### src/core/mpsr_defines.vh
// Constants for the motor and regulator serial setup register block
`ifndef MPSR_DEFINES_VH
`define MPSR_DEFINES_VH

// ==========================================================
// Word layout
`define MPSR_WORD_W 16
`define MPSR_CNT_W 5
`define MPSR_BANK_BIT 15

// ==========================================================
// Bank 0 fields
`define MPSR_B0_BLANK_A_LSB 0
`define MPSR_B0_BLANK_B_LSB 2
`define MPSR_B0_BLANK_C_LSB 4
`define MPSR_B0_OFFT_A_BIT 6
`define MPSR_B0_SW_A_BIT 7
`define MPSR_B0_SW_B_BIT 8
`define MPSR_B0_SW_C_BIT 9
`define MPSR_B0_CHOP_LSB 10
`define MPSR_B0_RDLY_BIT 12
`define MPSR_B0_LIN_BIT 13
`define MPSR_B0_OFFT_B_BIT 14

// ==========================================================
// Bank 1 fields
`define MPSR_B1_SBLANK_AB_LSB 0
`define MPSR_B1_SBLANK_C_LSB 2
`define MPSR_B1_EXT_A_BIT 4
`define MPSR_B1_LVL_A_LSB 5
`define MPSR_B1_OFFT_C_BIT 7
`define MPSR_B1_EXT_B_BIT 8
`define MPSR_B1_LVL_B_LSB 9
`define MPSR_B1_DEEP_BIT 11
`define MPSR_B1_EXT_C_BIT 12
`define MPSR_B1_LVL_C_LSB 13

// ==========================================================
// Extended setup fields
`define MPSR_EX_SEL_LSB 0
`define MPSR_EX_MASK_LSB 4
`define MPSR_EX_SELSD_LSB 8
`define MPSR_EX_TWARN_BIT 12
`define MPSR_EX_TCTL_LSB 13
`define MPSR_EX_MCTL_BIT 15

// ==========================================================
// Reset values
`define MPSR_B0_RESET 16'h0080
`define MPSR_B1_RESET 16'h0000
`define MPSR_EX_RESET 16'h0000

// ==========================================================
// Timing
`define MPSR_CLK_NS 50
`define MPSR_ORT_MS 120
`define MPSR_RDLY_US 100
`define MPSR_ORT_CYC (`MPSR_ORT_MS * 1000000 / `MPSR_CLK_NS)
`define MPSR_RDLY_CYC (`MPSR_RDLY_US * 1000 / `MPSR_CLK_NS)
`define MPSR_TMR_W 22

`endif

### src/core/mpsr_shift.v
// Sixteen-bit serial shift register, LSB first
`timescale 1ns/1ps
`include "mpsr_defines.vh"
module mpsr_shift (
    input wire clk,
    input wire arst_n,
    input wire shift_en,
    input wire data_bit,
    output reg [`MPSR_WORD_W-1:0] word
);
    // Not cleared by power-up or reset input; first bit enters at the top
    always @(posedge clk)
    begin
        if (shift_en)
            word <= {data_bit, word[`MPSR_WORD_W-1:1]};
    end
endmodule // mpsr_shift

### src/core/mpsr_sync.v
// Two-flop synchroniser for a vector of pins
`timescale 1ns/1ps
module mpsr_sync #(
    parameter W = 1
) (
    input wire clk,
    input wire arst_n,
    input wire [W-1:0] din,
    output reg [W-1:0] dout
);
    reg [W-1:0] meta;

    always @(posedge clk or negedge arst_n)
    begin
        if (!arst_n)
        begin
            meta <= {W{1'b0}};
            dout <= {W{1'b0}};
        end
        else
        begin
            meta <= din;
            dout <= meta;
        end
    end
endmodule // mpsr_sync

### src/core/mpsr_top.v
// Serial setup register block of a motor and regulator combo device
// Overview of operation
// - Internal sleep held high until reset output rises, then follows sleep pin.
// - Strobe rise with internal sleep low copies shift word into chosen register.
// - Strobes blocked at power-up until reset output releases after 120 ms.
// - Shift register not initialised; host sends one command before latching.
// - Bank 0 bit pairs set bridge blanking times.
// - Off-time bits: bank 0 bits 6 and 14, bank 1 bit 7.
// - Bank 0 switches converters and linear regulator; converter B, C and regulator defaults from channel pin.
// - Bank 0 bits 11:10 set motor chopping frequency.
// - Bank 0 bit 12 delays reset output assertion by about 100 us.
// - Bank 1 bits 3:0 set short-detect blanking.
// - Bank 1 bits 4, 8, 12 select external sensing; level codes per bridge.
// - External sensing level codes select sense voltage trips.
// - All setup bits return to defaults on undervoltage or reset input low.
// - Extended bit 12 selects thermal warning or analog output.
// - Extended bits 14:13 set recovery after thermal shutdown.
// - Extended bit 15 sets recovery after motor overcurrent shutdown.
// - Bank 1 bit 11 enters deep sleep; wake pin low leaves it only while held low, as bit 11 stays set.
// - Extended bits 3:0 route a fault flag or identity bit to monitor pin.
// - Extended bits 11:8 make regulator faults shut down only that regulator.
`timescale 1ns/1ps
`include "mpsr_defines.vh"
module mpsr_top #(
    parameter ORT_CYCLES = `MPSR_ORT_CYC,
    // Arbitrary identity values
    parameter REV_CODE = 3'h5,
    parameter DEV_CODE = 2'h2
) (
    input wire SYS_CLK,
    input wire ARST_N,
    input wire UV_N,
    input wire RESET_IN_N,
    input wire REG_UP,
    input wire SLEEP_N_PIN,
    input wire STROBE_LINE,
    input wire SER_CLK,
    input wire SER_DATA,
    input wire CHANNEL_CONFIG_PIN,
    input wire WAKE_N_PIN,
    input wire RESET_REQ,
    input wire [8:0] FAULT_IN,
    output reg RESET_OUT_N,
    output reg INTERNAL_SLEEP_N,
    output reg DEEP_SLEEP,
    output reg MONITOR_OUT,
    output reg [15:0] SETUP_BANK_ZERO,
    output reg [15:0] SETUP_BANK_ONE,
    output reg [15:0] EXTENDED_SETUP,
    output reg [3:0] SHUTDOWN_MASK,
    output reg [3:0] SELECTIVE_SHUTDOWN,
    output reg [1:0] THERMAL_RECOVERY,
    output reg MOTOR_RECOVERY,
    output reg THERMAL_WARNING_SELECT
);
    // ==========================================================
    // Pin synchronisers
    wire [8:0] pin_sync;
    wire s_uv_n;
    wire s_rst_n;
    wire s_reg_up;
    wire external_sleep_n;
    wire s_strobe;
    wire s_sclk;
    wire s_data;
    wire s_csel;
    wire s_wake_n;

    mpsr_sync #(
        .W(9)
    ) u_sync (
        .clk(SYS_CLK),
        .arst_n(ARST_N),
        .din({UV_N, RESET_IN_N, REG_UP, SLEEP_N_PIN, STROBE_LINE, SER_CLK,
              SER_DATA, CHANNEL_CONFIG_PIN, WAKE_N_PIN}),
        .dout(pin_sync)
    );

    assign s_uv_n = pin_sync[8];
    assign s_rst_n = pin_sync[7];
    assign s_reg_up = pin_sync[6];
    assign external_sleep_n = pin_sync[5];
    assign s_strobe = pin_sync[4];
    assign s_sclk = pin_sync[3];
    assign s_data = pin_sync[2];
    assign s_csel = pin_sync[1];
    assign s_wake_n = pin_sync[0];

    // ==========================================================
    // Fault flag synchroniser
    wire [8:0] fault_sync;

    mpsr_sync #(
        .W(9)
    ) u_fault_sync (
        .clk(SYS_CLK),
        .arst_n(ARST_N),
        .din(FAULT_IN),
        .dout(fault_sync)
    );

    // ==========================================================
    // Edge detection
    // Link edges found on the system clock
    reg prev_strobe;
    reg prev_sclk;
    reg prev_data;
    wire strobe_rise;
    wire sclk_fall;
    // Power-up clear: undervoltage or reset input
    wire power_up_clear_n;

    assign strobe_rise = s_strobe & ~prev_strobe;
    assign sclk_fall = prev_sclk & ~s_sclk;
    assign power_up_clear_n = s_uv_n & s_rst_n;

    always @(posedge SYS_CLK or negedge ARST_N)
    begin
        if (!ARST_N)
        begin
            prev_strobe <= 1'b0;
            prev_sclk <= 1'b0;
            prev_data <= 1'b0;
        end
        else
        begin
            prev_strobe <= s_strobe;
            prev_sclk <= s_sclk;
            prev_data <= s_data;
        end
    end

    // ==========================================================
    // Shift register
    wire [15:0] shift_word;

    mpsr_shift u_shift (
        .clk(SYS_CLK),
        .arst_n(ARST_N),
        .shift_en(sclk_fall),
        .data_bit(prev_data),
        .word(shift_word)
    );

    // ==========================================================
    // Reset output sequencing
    localparam ST_CLEAR = 2'h0;
    localparam ST_WAIT = 2'h1;
    localparam ST_RUN = 2'h2;
    localparam ST_DELAY = 2'h3;
    localparam integer ORT_INT = ORT_CYCLES;
    localparam integer RDLY_INT = `MPSR_RDLY_CYC;
    localparam [21:0] ORT_CNT = ORT_INT[21:0];
    localparam [21:0] RDLY_CNT = RDLY_INT[21:0];

    reg [1:0] state;
    reg [1:0] next_state;
    // Timer counts both the release and the assertion delay
    reg [21:0] timer;
    reg [21:0] next_timer;
    reg next_reset_out_n;
    reg csel_cap;

    always @*
    begin
        next_state = state;
        next_timer = timer;
        next_reset_out_n = RESET_OUT_N;
        case (state)
            ST_CLEAR:
            begin
                next_reset_out_n = 1'b0;
                next_timer = 22'h000000;
                if (s_reg_up)
                    next_state = ST_WAIT;
            end
            ST_WAIT:
            begin
                if (timer >= ORT_CNT - 22'h000001)
                begin
                    next_reset_out_n = 1'b1;
                    next_state = ST_RUN;
                end
                else
                    next_timer = timer + 22'h000001;
            end
            ST_RUN:
            begin
                next_timer = 22'h000000;
                if (RESET_REQ)
                begin
                    if (SETUP_BANK_ZERO[`MPSR_B0_RDLY_BIT])
                        next_state = ST_DELAY;
                    else
                    begin
                        next_reset_out_n = 1'b0;
                        next_state = ST_CLEAR;
                    end
                end
            end
            ST_DELAY:
            begin
                if (timer >= RDLY_CNT - 22'h000001)
                begin
                    next_reset_out_n = 1'b0;
                    next_state = ST_CLEAR;
                end
                else
                    next_timer = timer + 22'h000001;
            end
            default:
            begin
                next_state = ST_CLEAR;
            end
        endcase
        if (!power_up_clear_n)
        begin
            next_state = ST_CLEAR;
            next_reset_out_n = 1'b0;
            next_timer = 22'h000000;
        end
    end

    always @(posedge SYS_CLK or negedge ARST_N)
    begin
        if (!ARST_N)
        begin
            state <= ST_CLEAR;
            timer <= 22'h000000;
            RESET_OUT_N <= 1'b0;
        end
        else
        begin
            state <= next_state;
            timer <= next_timer;
            RESET_OUT_N <= next_reset_out_n;
        end
    end

    // ==========================================================
    // Internal sleep
    // Held high until the reset output releases
    always @(posedge SYS_CLK or negedge ARST_N)
    begin
        if (!ARST_N)
            INTERNAL_SLEEP_N <= 1'b1;
        else if (!RESET_OUT_N || !power_up_clear_n)
            INTERNAL_SLEEP_N <= 1'b1;
        else
            INTERNAL_SLEEP_N <= external_sleep_n;
    end

    // ==========================================================
    // Setup registers
    wire latch_en;
    wire [15:0] b0_default;

    // Strobe refused while internal sleep is high
    assign latch_en = strobe_rise & ~INTERNAL_SLEEP_N;
    // Converter B and C and linear regulator default from channel pin
    assign b0_default = `MPSR_B0_RESET | {2'h0, csel_cap, 3'h0, csel_cap, csel_cap, 8'h00};

    always @(posedge SYS_CLK or negedge ARST_N)
    begin
        if (!ARST_N)
        begin
            csel_cap <= 1'b0;
            SETUP_BANK_ZERO <= `MPSR_B0_RESET;
            SETUP_BANK_ONE <= `MPSR_B1_RESET;
            EXTENDED_SETUP <= `MPSR_EX_RESET;
        end
        else if (!power_up_clear_n)
        begin
            csel_cap <= s_csel;
            SETUP_BANK_ZERO <= b0_default;
            SETUP_BANK_ONE <= `MPSR_B1_RESET;
            EXTENDED_SETUP <= `MPSR_EX_RESET;
        end
        else if (state == ST_CLEAR && !s_reg_up)
        begin
            csel_cap <= s_csel;
            SETUP_BANK_ZERO <= b0_default;
        end
        else if (latch_en)
        begin
            // Data high at the strobe edge picks extended setup
            if (s_data)
                EXTENDED_SETUP <= shift_word;
            else if (shift_word[`MPSR_BANK_BIT])
                SETUP_BANK_ONE <= shift_word;
            else
                SETUP_BANK_ZERO <= shift_word;
        end
    end

    // ==========================================================
    // Decoded controls
    reg [15:0] monitor_src;

    always @*
    begin
        // Fault codes read low while the fault stands
        monitor_src[7:0] = ~fault_sync[7:0];
        // Identity codes pass their bit
        monitor_src[10:8] = REV_CODE;
        monitor_src[12:11] = DEV_CODE;
        // Spare code and fixed code read high
        monitor_src[13] = 1'b1;
        monitor_src[15] = 1'b1;
        // Regulator fault code reads low on fault
        monitor_src[14] = ~fault_sync[8];
    end

    always @(posedge SYS_CLK or negedge ARST_N)
    begin
        if (!ARST_N)
        begin
            SHUTDOWN_MASK <= 4'h0;
            SELECTIVE_SHUTDOWN <= 4'h0;
            THERMAL_RECOVERY <= 2'h0;
            MOTOR_RECOVERY <= 1'b0;
            THERMAL_WARNING_SELECT <= 1'b0;
            MONITOR_OUT <= 1'b1;
            DEEP_SLEEP <= 1'b0;
        end
        else
        begin
            SHUTDOWN_MASK <= EXTENDED_SETUP[`MPSR_EX_MASK_LSB+3:`MPSR_EX_MASK_LSB];
            SELECTIVE_SHUTDOWN <= EXTENDED_SETUP[`MPSR_EX_SELSD_LSB+3:`MPSR_EX_SELSD_LSB];
            THERMAL_RECOVERY <= EXTENDED_SETUP[`MPSR_EX_TCTL_LSB+1:`MPSR_EX_TCTL_LSB];
            MOTOR_RECOVERY <= EXTENDED_SETUP[`MPSR_EX_MCTL_BIT];
            THERMAL_WARNING_SELECT <= EXTENDED_SETUP[`MPSR_EX_TWARN_BIT];
            MONITOR_OUT <= monitor_src[EXTENDED_SETUP[3:0]];
            // Deep sleep while the bit is set and wake is high
            if (SETUP_BANK_ONE[`MPSR_B1_DEEP_BIT] && s_wake_n)
                DEEP_SLEEP <= 1'b1;
            else
                DEEP_SLEEP <= 1'b0;
        end
    end
endmodule // mpsr_top
### config.mk
export PLATFORM = sky130hd
export DESIGN_NAME = mpsr_top
export DESIGN_NICKNAME = d
export VERILOG_FILES = /design/src/core/mpsr_shift.v /design/src/core/mpsr_sync.v /design/src/core/mpsr_top.v
export VERILOG_INCLUDE_DIRS = /design/src /design/src/core
export SDC_FILE = /design/constraint.sdc
export NUM_CORES = 1
export LEC_CHECK = 0
export ABC_CLOCK_PERIOD_IN_PS = 2900
export BUFFER_PORTS_ARGS = -buffer_cell sky130_fd_sc_hd__buf_2
export CORE_MARGIN = 8
export CORE_UTILIZATION = 56
export CTS_CLUSTER_SIZE = 30
export DETAILED_ROUTE_END_ITERATION = 7
export PLACE_DENSITY = 0.86
export SYNTH_ARGS = -nofsm -noshare
export SYNTH_HDL_FRONTEND = slang
export SYNTH_HIERARCHICAL = 1
export SYNTH_SLANG_ARGS = --single-unit
### constraint.sdc
create_clock -name SYS_CLK -period 2.9 [get_ports SYS_CLK]
set_input_delay 0.87 -clock SYS_CLK [delete_from_list [all_inputs] [get_ports SYS_CLK]]
set_output_delay 0.87 -clock SYS_CLK [all_outputs]
set_load 0.05 [all_outputs]
* After elaboration in Yosys (flattened, before gate mapping) *
Index checks and enable logic that the tools add are counted.

cells by class
  add/sub/neg operators = 1
  mux-type cells = 37
  bitwise logic cells = 9
  magnitude comparators = 3
  reduce and logical (&&, ||, !) cells = 14
  equality and inequality tests = 19

operators with widths
  operator               count
  $mux 16                14
  $mux 22                3
  $pmux 22 s3            1
  $ne 3x3->1 const B     8
  $add 22x1->22 const B  1
  $ge 22x11->1 const B   1
  $ge 22x22->1 const B   1
  $mux 2                 6
  $reduce_and 4->1       3
  $mux 1                 10
  $ne 2x1->1 const B     4
  $not 8->8              1
  $pmux 2 s4             1
  $reduce_and 3->1       2
  $lt 4x5->1 const B     1
  $and 1x1->1            4
  $bmux 1 s4             1
  $eq 2x2->1 const B     2
  $ne 2x2->1 const B     2
  $not 1->1              4
  $pmux 1 s4             1
  $logic_not 1->1        3
  $ne 3x1->1 const B     1
  $ne 3x2->1 const B     1
  other kinds (6)        7

word-level totals
  register bits after elaboration = 144
  output and inout port bits = 64
  word-level logic and storage cells = 106
  input port bits = 21

* Depth between registers and ports, before layout *
Gate-level depths: netlist (run 1).

  depth after elaboration = 6
  depth in mapped cells = 8
  gate-level depth less buffers = 7

* Modules after synthesis *
The synthesis (run 1) kept the hierarchy.

by module, submodules not included
  module      instances  cells an instance  seq. area each (µm²)  area each (µm²)
  mpsr_top    1          390                2,280.9               3,950.0
  mpsr_sync   2          18                 450.4                 450.4
  mpsr_shift  1          16                 480.5                 480.5

* Worst setup path before layout (run 1) *
No wires, ideal clock.

  path kind = flip-flop to flip-flop
  from = register timer[19]
  to = register timer[10]
  data arrival time = 1,951 ps
  data required time = 2,768 ps
  clock period less this slack = 2,083 ps
  cell stages (with the launch flop) = 8
  library setup time = 132 ps
  path buffers = 1
  slack = 817 ps
  cells stage by stage = dfrtp_1 -> or4_4 -> nor4_2 -> a211oi_1 -> buf_2 -> o2111ai_1 -> xor2_1 -> nor2_1

on the way
  longest elaborated chain between the ends = 3
  elaborated cells on any way between the ends = 5
  classes of those cells = order compare (2); eq/ne (2); reduce/logical (1)

ends and longest elaborated chain
  what                                          line                            text
  start: declaration                            mpsr_top.v:159                  reg [21:0] timer;
  start signal: assignment                      mpsr_top.v:235                  timer <= next_timer;
  $ge 22x11->1 or $ge 22x22->1 (tied branches)  mpsr_top.v:203, mpsr_top.v:179
  $ne 3x3->1 (no source line)                   -
  $reduce_and 2->1 (no source line) *           -

Mark *: on every way between the ends. The rest lies on a longest branch, timed or not.
A chain may end at the register's enable or synchronous reset.

* Final worst setup path (run 1) *
  from = register state[0]
  to = register EXTENDED_SETUP[1]

on the way
  longest elaborated chain between the ends = 4

ends and longest elaborated chain
  what                               line            text
  start: declaration                 mpsr_top.v:156  reg [1:0] state;
  start signal: assignment           mpsr_top.v:234  state <= next_state;
  $logic_not 2->1                    mpsr_top.v:279  else if (state == ST_CLEAR && !s_reg_up)
  $logic_and 1x1->1                  mpsr_top.v:279
  $ne 2x2->1 (no source line)        -
  $reduce_and 3->1 (no source line)  -
  end signal: assignment             mpsr_top.v:270  EXTENDED_SETUP <= `MPSR_EX_RESET;
  end signal: assignment             mpsr_top.v:277  EXTENDED_SETUP <= `MPSR_EX_RESET;
  end signal: assignment             mpsr_top.v:288  EXTENDED_SETUP <= shift_word;
  end: declaration                   mpsr_top.v:49   output reg [15:0] EXTENDED_SETUP,

Every way passes these cells.

==> results of run 1 <==
-- registers in the layout, indices dropped and copies added, names as in the netlist, 2 cells and up --
| signal | count |
|---|---|
| u_fault_sync/meta | 9 |
| THERMAL_RECOVERY | 2 |
| timer | 22 |
| SETUP_BANK_ZERO | 15 |
| SELECTIVE_SHUTDOWN | 4 |
| u_sync/dout | 9 |
| u_shift/word | 16 |
| EXTENDED_SETUP | 16 |
| u_fault_sync/dout | 9 |
| u_sync/meta | 9 |
| SETUP_BANK_ONE | 16 |
| state | 2 |
| SHUTDOWN_MASK | 4 |
-- synth_stat cells (4+ instances only) --
| cell | instances | area [um2] |
|---|---|---|
| a21oi_1 | 38 | 190 |
| a31oi_1 | 4 | 25.0 |
| and3_1 | 5 | 31.3 |
| buf_2 | 4 | 20.0 |
| clkbuf_1 | 13 | 48.8 |
| dfrtp_1 | 124 | 3100 |
| edfxtp_1 | 16 | 480 |
| inv_1 | 5 | 18.8 |
| mux2i_1 | 17 | 170 |
| nand2_1 | 62 | 233 |
| nand3_1 | 23 | 115 |
| nor2_1 | 45 | 169 |
| nor3_1 | 6 | 30.0 |
| o21a_1 | 5 | 37.5 |
| o21ai_0 | 11 | 55.1 |
| o31ai_1 | 4 | 30.0 |
| or3_1 | 6 | 37.5 |
| xor2_1 | 10 | 87.6 |
-- worst max-delay path: stages (launching register included) --
cell and delay [ps]:
dfrtp_1 480, nor3_1 110, nor2_1 900, nand2_1 620, nand2_1 220, a21oi_1 110
-- worst min path at each step --
stage / startpoint / end / slack, ps
after floorplan: u_fault_sync/meta[0] / u_fault_sync/dout[0] / 330
after global placement: u_fault_sync/meta[8] / u_fault_sync/dout[8] / 330
after detailed placement: u_fault_sync/meta[3] / u_fault_sync/dout[3] / 330
after CTS: u_fault_sync/meta[3] / u_fault_sync/dout[3] / 350
after global routing: u_fault_sync/meta[5] / u_fault_sync/dout[5] / 350
final: ARST_N / SETUP_BANK_ONE[4] / 340
-- routing by layer --
metal	vias up	global-route usage [%]	wire length, um
met4	0	8.88	269
met1	1900	23.6	4950
met3	26	6.02	854
met5	-	0	0
li1	1716	-	-
met2	169	31.3	5950
-- metrics by stage --
stage | util, % | total power [W] | hold slack [ps] | cell area, um2
after detailed placement | 63.9 | 0.00224 | 335 | 5900
after global placement | 63.9 | 0.00223 | 333 | 5900
final | 69.7 | 0.00417 | 343 | 6440
after floorplan | - | 0.00216 | 331 | 5330
after global routing | 69.7 | 0.00429 | 351 | 6440
after CTS | 69.7 | 0.00420 | 349 | 6440
-- cell families after synthesis --
group	Yosys count	share of synthesized area (%)
AOI/OAI and AO/OA	75	8.71
buffers and inverters	25	2.07
xor gates and xnor gates	11	1.81
adders and majority gates	1	0.235
and+or+nand+nor	167	14.4
other	1	0.0703
muxes	19	4.04
DFF	143	68.7
-- placed cells by master, fill, tap and decap left out, types with 4 or more instances in the layout --
| cell type | instances |
|---|---|
| buf_4 | 9 |
| nand2_1 | 62 |
| and3_1 | 5 |
| nor2_1 | 45 |
| o21a_1 | 5 |
| mux2i_1 | 17 |
| o31ai_1 | 4 |
| clkbuf_16 | 16 |
| o21ai_0 | 11 |
| edfxtp_1 | 16 |
| dfrtp_1 | 124 |
| a21oi_1 | 38 |
| xor2_1 | 10 |
| or3_1 | 6 |
| nand3_1 | 23 |
| buf_2 | 82 |
| nor3_1 | 6 |
| a31oi_1 | 4 |
| inv_1 | 5 |
| inv_8 | 4 |
-- final cells by class --
class                      instances  share of cell area [%]
timing repair buffer              92                    7.73
inverter                           6                   0.350
sequential                       143                    56.8
clock buffer                      18                    6.49
tap                              129                    2.50
multi-input combinational        274                    24.2
clock inverter                    14                    1.90
-- power breakdown --
part           internal [W]  switching (W)  total, W
combinational     0.0000282      0.0000872  0.000115
sequential          0.00206      0.0000201   0.00208
clock               0.00108       0.000891   0.00197
total               0.00317       0.000998   0.00417
==> impl_metrics.json, run 1 <==
{
  "syn_nets": 464,
  "maxSlewHeadroom_pct": 22.1,
  "remaining_drc_errors": 0,
  "fillers": 647,
  "worstSetupStartpointType": "flip-flop",
  "p_per_area_mw_per_mm2": 647,
  "async_reset_ff_share_pct": 88.8,
  "route.antenna.remaining_nets": 0,
  "status": "finished clean",
  "period_needed_ps": 2600,
  "grt_pass1_wl_mm": 19.6,
  "syn-mean-instance-area_um2": 12.1,
  "layout.cells.non_filler": 676,
  "rsz0062_at_grt": "no",
  "crit_type": "reg -> reg",
  "fmax_mhz": 384,
  "ys_warn_count": 6,
  "initial_core_util_pct": 57.7,
  "yosysSeqAreaShare_pct": 68.7,
  "track_usage_pct": 19.5,
  "r2r_setup_slack_ps": 300,
  "io_pins": 85,
  "r2r_end": "EXTENDED_SETUP[1]",
  "clock-root-buffer": "clkbuf_8",
  "multiInputGateArea_mm2": 0.00156,
  "yosys_most_used_dff": "dfrtp_1",
  "htreeDepth": 4,
  "pre_cts_ws_ps": 434,
  "crit_arrival_ps": 2970,
  "clockBufferDepth": 2,
  "register_area_mm2": 0.00366,
  "postCtsSetupRepairBufs": 0,
  "port_buffers": 83,
  "grt.overflow.total": 0,
  "synth-seq-cells": 143,
  "cp.required_ps": 3270,
  "antenna_found_initial": 0,
  "worst_slack_ps": 296,
  "ctsResizeCount": 0,
  "hp-class": "in -> async",
  "synth-edff-count": 16,
  "ctsHoldBuffers": 0,
  "diodes": 0,
  "hold_viol": 0,
  "cp-startpoint": "state[0]",
  "cts_buffers": 17,
  "leakagePower_nw": 3.01,
  "die_h_um": 114,
  "period_share_pct": 89.8,
  "crit_fanout": 18,
  "grt_pass1_vias": 3816,
  "cts_tree": "done",
  "drv_slew": 0,
  "num_rows": 35,
  "ir_drop_v": 0.000524,
  "ys_types": 49,
  "dr.pass1.iters": 4,
  "clock-sinks": 143,
  "fin_skew_ps": 10.9,
  "cp-endpoint": "EXTENDED_SETUP[1]",
  "worstReg2RegStart": "state[0]",
  "viasPerCell": 5.64,
  "dp.cells": 644,
  "routed_wirelength_mm": 12.0,
  "setup_viol": 0,
  "drtIter0Drc": 322,
  "wire_per_inst_um": 17.8,
  "grt_max_degree": 58,
  "die_area_mm2": 0.0129,
  "syn_area_mm2": 0.00533,
  "vias": 3811,
  "syn_to_final_growth_pct": 20.9,
  "endpoint_kind": "flip-flop",
  "clk_pin_slew_ps": 60,
  "r2r_cells": 5,
  "clock_latency_ps": 530,
  "drive_above_1_share_pct": 24.7,
  "syn_inst": 442,
  "max_cap_viol_count": 0,
  "hpwl_mm": 8.06,
  "nets": 556,
  "fin_tns_setup_ps": 0,
  "place.gp.congestion": 0.876,
  "core_area_mm2": 0.00924,
  "worst_slew_pin_slew_ps": 1160,
  "die_w_um": 114
}
No activity file was read; power rests on OpenSTA's default activity.
==> inputs of run 2 (changes only) <==
==> constraint.sdc (replaced) <==
create_clock -name SYS_CLK -period 2.9 [get_ports SYS_CLK]
set_input_delay 0.58 -clock SYS_CLK [delete_from_list [all_inputs] [get_ports SYS_CLK]]
set_output_delay 0.58 -clock SYS_CLK [all_outputs]
set_load 0.05 [all_outputs]
==> impl_metrics.json, run 2 (synthesized netlist as in run 1, its figures left out) <==
{
  "hold_viol": 0,
  "routed_wirelength_mm": 12.0,
  "max_cap_viol_count": 0,
  "design_area_mm2": 0.00643,
  "layout.cells.non_filler": 676,
  "worstSetupStartpointType": "flip-flop",
  "cts_tree": "done",
  "p_per_area_mw_per_mm2": 645,
  "die_w_um": 114,
  "largest_register_ffs": 22,
  "cpMaxStageDelayCell": "or4_4",
  "fmax_mhz": 398,
  "period_share_pct": 86.6,
  "dp.cells": 644,
  "ctsHoldBuffers": 0,
  "antenna_found_initial": 0,
  "final_common_cell": "dfrtp_1",
  "cpPeakStageDelay_ps": 580,
  "syn_to_final_growth_pct": 20.7,
  "place.gp.congestion": 0.877,
  "fillers": 638,
  "ir_drop_v": 0.000465,
  "fin_skew_ps": 21.1,
  "cts_buffers": 17,
  "placed_cell_area_mm2": 0.00590,
  "whs_ps": 35.4,
  "grt_pass1_wl_mm": 19.7,
  "crit_type": "reg -> reg",
  "power_w": 0.00415,
  "num_rows": 35,
  "nets": 556,
  "clk_pin_slew_ps": 60,
  "drive_above_1_share_pct": 24.9,
  "cp.required_ps": 3260,
  "htreeDepth": 4,
  "clock_latency_ps": 520,
  "fin_tns_setup_ps": 0,
  "postCtsSetupRepairBufs": 0,
  "core_area_mm2": 0.00924,
  "track_usage_pct": 19.5,
  "crit_fanout": 11,
  "maxSlewHeadroom_pct": 24.9,
  "io_pins": 85,
  "worst_slew_pin_slew_ps": 1120,
  "remaining_drc_errors": 0,
  "viasPerCell": 5.59,
  "die_h_um": 114,
  "diodes": 0,
  "clock-root-buffer": "clkbuf_8",
  "grt_max_degree": 58,
  "top_register": "timer",
  "hpwl_mm": 8.11,
  "wire_per_inst_um": 17.8,
  "leakagePower_nw": 3.01,
  "register_area_mm2": 0.00366,
  "final_cell_mix": "dfrtp_1 (124), buf_2 (82), nand2_1 (62)",
  "drv_slew": 0,
  "die_area_mm2": 0.0129,
  "drtIter0Drc": 297,
  "rsz0062_at_grt": "no",
  "dr.pass1.iters": 5,
  "crit_arrival_ps": 2880,
  "setup_viol": 0,
  "endpoint_kind": "flip-flop",
  "grt.overflow.total": 0,
  "worstPathCellList": "or4_4 -> nor4_2 -> a211oi_1 -> buf_4 -> o21ai_1 -> xor2_1 -> nor2_1",
  "grt_pass1_vias": 3910,
  "port_buffers": 83,
  "route.antenna.remaining_nets": 0,
  "multiInputGateArea_mm2": 0.00156,
  "period_needed_ps": 2510,
  "hp-class": "in -> async",
  "status": "finished clean",
  "ctsResizeCount": 0,
  "vias": 3781,
  "clockBufferDepth": 2,
  "initial_core_util_pct": 57.7,
  "clock-sinks": 143
}
## run 2: changes by cell type in the layout (fill, tap and decap cells not counted), sizes merged
cell / previous run / this run
clkinv: 4 / 2
inv: 14 / 15
clkbuf: 18 / 19
## run 2: worst paths after layout
kind                                      startpoint              endpoint  slack (ps)  cells past startpoint
worst max-delay path                       timer[19]              timer[6]         390                      7
worst min-delay path                          ARST_N     SETUP_BANK_ONE[4]          40                      1
worst max register to register             timer[19]              timer[6]         390                      7
worst min register to register  u_fault_sync/meta[2]  u_fault_sync/dout[2]         350                      0
max in group asynchronous                     ARST_N             timer[13]        2070                      2
min in group SYS_CLK                      WAKE_N_PIN        u_sync/meta[0]         150                      1
## run 2: metal layers
layer | share of wire, % | track usage, % | vias to the layer above
met3 | 8.1 | 7.08 | 26
met5 | 0 | 0 | -
met2 | 49 | 31.8 | 172
met4 | 2.0 | 7.10 | 0
li1 | - | - | 1719
met1 | 41 | 23.3 | 1864
## run 2: final cells by class
cell class | count | area share [%]
Clock inverter | 13 | 1.56
Tap cell | 129 | 2.51
Timing Repair Buffer | 92 | 7.74
Inverter | 6 | 0.350
Multi-Input combinational cell | 274 | 24.2
Sequential cell | 143 | 56.9
Clock buffer | 19 | 6.71
## run 2: metrics by stage
stage | worst slack [ps] | utilization [%]
3_5_place_dp | 462 | 63.9
6_report | 388 | 69.6
2_1_floorplan | 817 | -
4_1_cts | 434 | 69.6
5_1_grt | 171 | 69.6
3_3_place_gp | 454 | 63.9
## run 2: critical path, delay by kind of cell, from the launching register on
kind | cells | cell delay [ps]
simple gates | 3 | 960
compound gates | 2 | 580
flops | 1 | 420
buf+inv | 1 | 220
xor+xnor | 1 | 190
## run 2: power by group
group          internal (W)  switching (W)
sequential          0.00206      0.0000194
clock               0.00109       0.000862
combinational     0.0000283      0.0000884
==> inputs of run 3 (changes only) <==
--- a/config.mk
+++ b/config.mk
@@ -12,7 +12,7 @@
 export CORE_UTILIZATION = 56
 export CTS_CLUSTER_SIZE = 30
 export DETAILED_ROUTE_END_ITERATION = 7
-export PLACE_DENSITY = 0.86
+export PLACE_DENSITY = 0.83
 export SYNTH_ARGS = -nofsm -noshare
 export SYNTH_HDL_FRONTEND = slang
 export SYNTH_HIERARCHICAL = 1
==> impl_metrics.json, run 3 (synthesized netlist as in run 1, its figures left out) <==
{
  "clock-root-buffer": "clkbuf_8",
  "die_w_um": 114,
  "clock_latency_ps": 500,
  "endpoint_kind": "flip-flop",
  "grt_pass1_vias": 3952,
  "port_buffers": 83,
  "core_area_mm2": 0.00924,
  "grt_max_degree": 62,
  "antenna_found_initial": 0,
  "cp.required_ps": 3310,
  "largest_register_ffs": 22,
  "final_cell_mix": "dfrtp_1 (124), buf_2 (82), nand2_1 (62)",
  "postCtsSetupRepairBufs": 0,
  "crit_arrival_ps": 2920,
  "viasPerCell": 5.51,
  "die_area_mm2": 0.0129,
  "worstSetupStartpointType": "flip-flop",
  "clk_pin_slew_ps": 70,
  "max_cap_viol_count": 0,
  "fmax_mhz": 399,
  "drtIter0Drc": 322,
  "cts_buffers": 17,
  "leakagePower_nw": 3.02,
  "initial_core_util_pct": 57.7,
  "top_register": "timer",
  "cts_tree": "done",
  "crit_type": "reg -> reg",
  "grt_pass1_wl_mm": 19.7,
  "r2r_setup_slack_ps": 390,
  "htreeDepth": 4,
  "dr.pass1.iters": 4,
  "hold_viol": 0,
  "wire_per_inst_um": 17.5,
  "ctsResizeCount": 0,
  "drv_slew": 0,
  "fin_skew_ps": 10.0,
  "io_pins": 85,
  "rsz0062_at_grt": "no",
  "power.share.clock_pct": 48.6,
  "period_needed_ps": 2510,
  "power_switching_w": 0.00101,
  "die_h_um": 114,
  "remaining_drc_errors": 0,
  "period_share_pct": 86.4,
  "route.antenna.remaining_nets": 0,
  "num_rows": 35,
  "diodes": 0,
  "nets": 557,
  "p_comb_share_pct": 2.7,
  "hp-class": "in -> async",
  "track_usage_pct": 19.4,
  "power_w": 0.00427,
  "status": "finished clean",
  "ctsHoldBuffers": 0,
  "fillers": 634,
  "fin_tns_setup_ps": 0,
  "p_seq_share_pct": 48.7,
  "worst_slew_pin_slew_ps": 686,
  "grt.overflow.total": 0,
  "setup_viol": 0,
  "ir_drop_v": 0.000503,
  "vias": 3731,
  "hpwl_mm": 7.83,
  "syn_to_final_growth_pct": 21.6,
  "maxSlewHeadroom_pct": 54.2,
  "place.gp.congestion": 0.883,
  "drive_above_1_share_pct": 25.2,
  "crit_fanout": 12,
  "p_sw_share_pct": 23.7,
  "clock-sinks": 143,
  "clockBufferDepth": 2,
  "final_common_cell": "dfrtp_1",
  "routed_wirelength_mm": 11.8,
  "p_int_w": 0.00326,
  "p_per_area_mw_per_mm2": 659
}
run 3: layout make-up:
| cell class | instances | area (um2) | area share [%] |
|---|---|---|---|
| repair buffers | 93 | 505 | 7.79 |
| clock buffers | 18 | 418 | 6.44 |
| flip-flops and latches | 143 | 3660 | 56.5 |
| clock inverters | 14 | 151 | 2.33 |
| inverters | 6 | 22.5 | 0.347 |
| multi-input cells | 274 | 1560 | 24.1 |
| well taps | 129 | 161 | 2.49 |
run 3: per-stage QoR:
stage          worst slack [ps]  cells  util [%]  cell area [um2]  hold slack [ps]
6_report                    394    677      70.2             6480             99.3
5_1_grt                     285    677      70.2             6480              110
4_1_cts                     409    677      70.2             6480             97.1
3_5_place_dp                515    645      64.0             5920              335
3_3_place_gp                581    645      64.0             5920              331
2_1_floorplan               817    442         -             5330              284
run 3: critical path, stage by stage (launching register included):
cell	delay [ps]
dfrtp_1	430
or4_4	570
nor4_2	310
a211oi_1	130
buf_4	200
o21ai_1	400
o21ai_0	190
a21oi_1	170
run 3: power by group through the flow:
stage / sequential (W) / combinational (W) / clock, W
CTS: 0.00208 / 0.000120 / 0.00209
global route: 0.00208 / 0.000130 / 0.00218
global placement: 0.00211 / 0.000116 / 0
finish: 0.00208 / 0.000117 / 0.00208
detailed placement: 0.00212 / 0.000119 / 0
floorplan: 0.00213 / 0.0000364 / 0
run 3: layer usage:
metal	track usage, %	share of wire, %	routed length [um]	vias up
met1	24.5	42	4990	1859
met2	30.9	50	5920	147
met4	7.02	1.2	147	0
li1	-	-	-	1714
met5	0	0	0	-
met3	5.92	6.6	779	11
run 3: worst paths after layout:
path / depth (start not counted) / from / endpoint
max: 7 / timer[19] / timer[18]
min: 1 / ARST_N / SETUP_BANK_ONE[4]
max reg2reg: 7 / timer[19] / timer[18]
min reg2reg: 0 / u_fault_sync/meta[0] / u_fault_sync/dout[0]
max in group asynchronous: 2 / ARST_N / MONITOR_OUT
min in group SYS_CLK: 1 / WAKE_N_PIN / u_sync/meta[0]
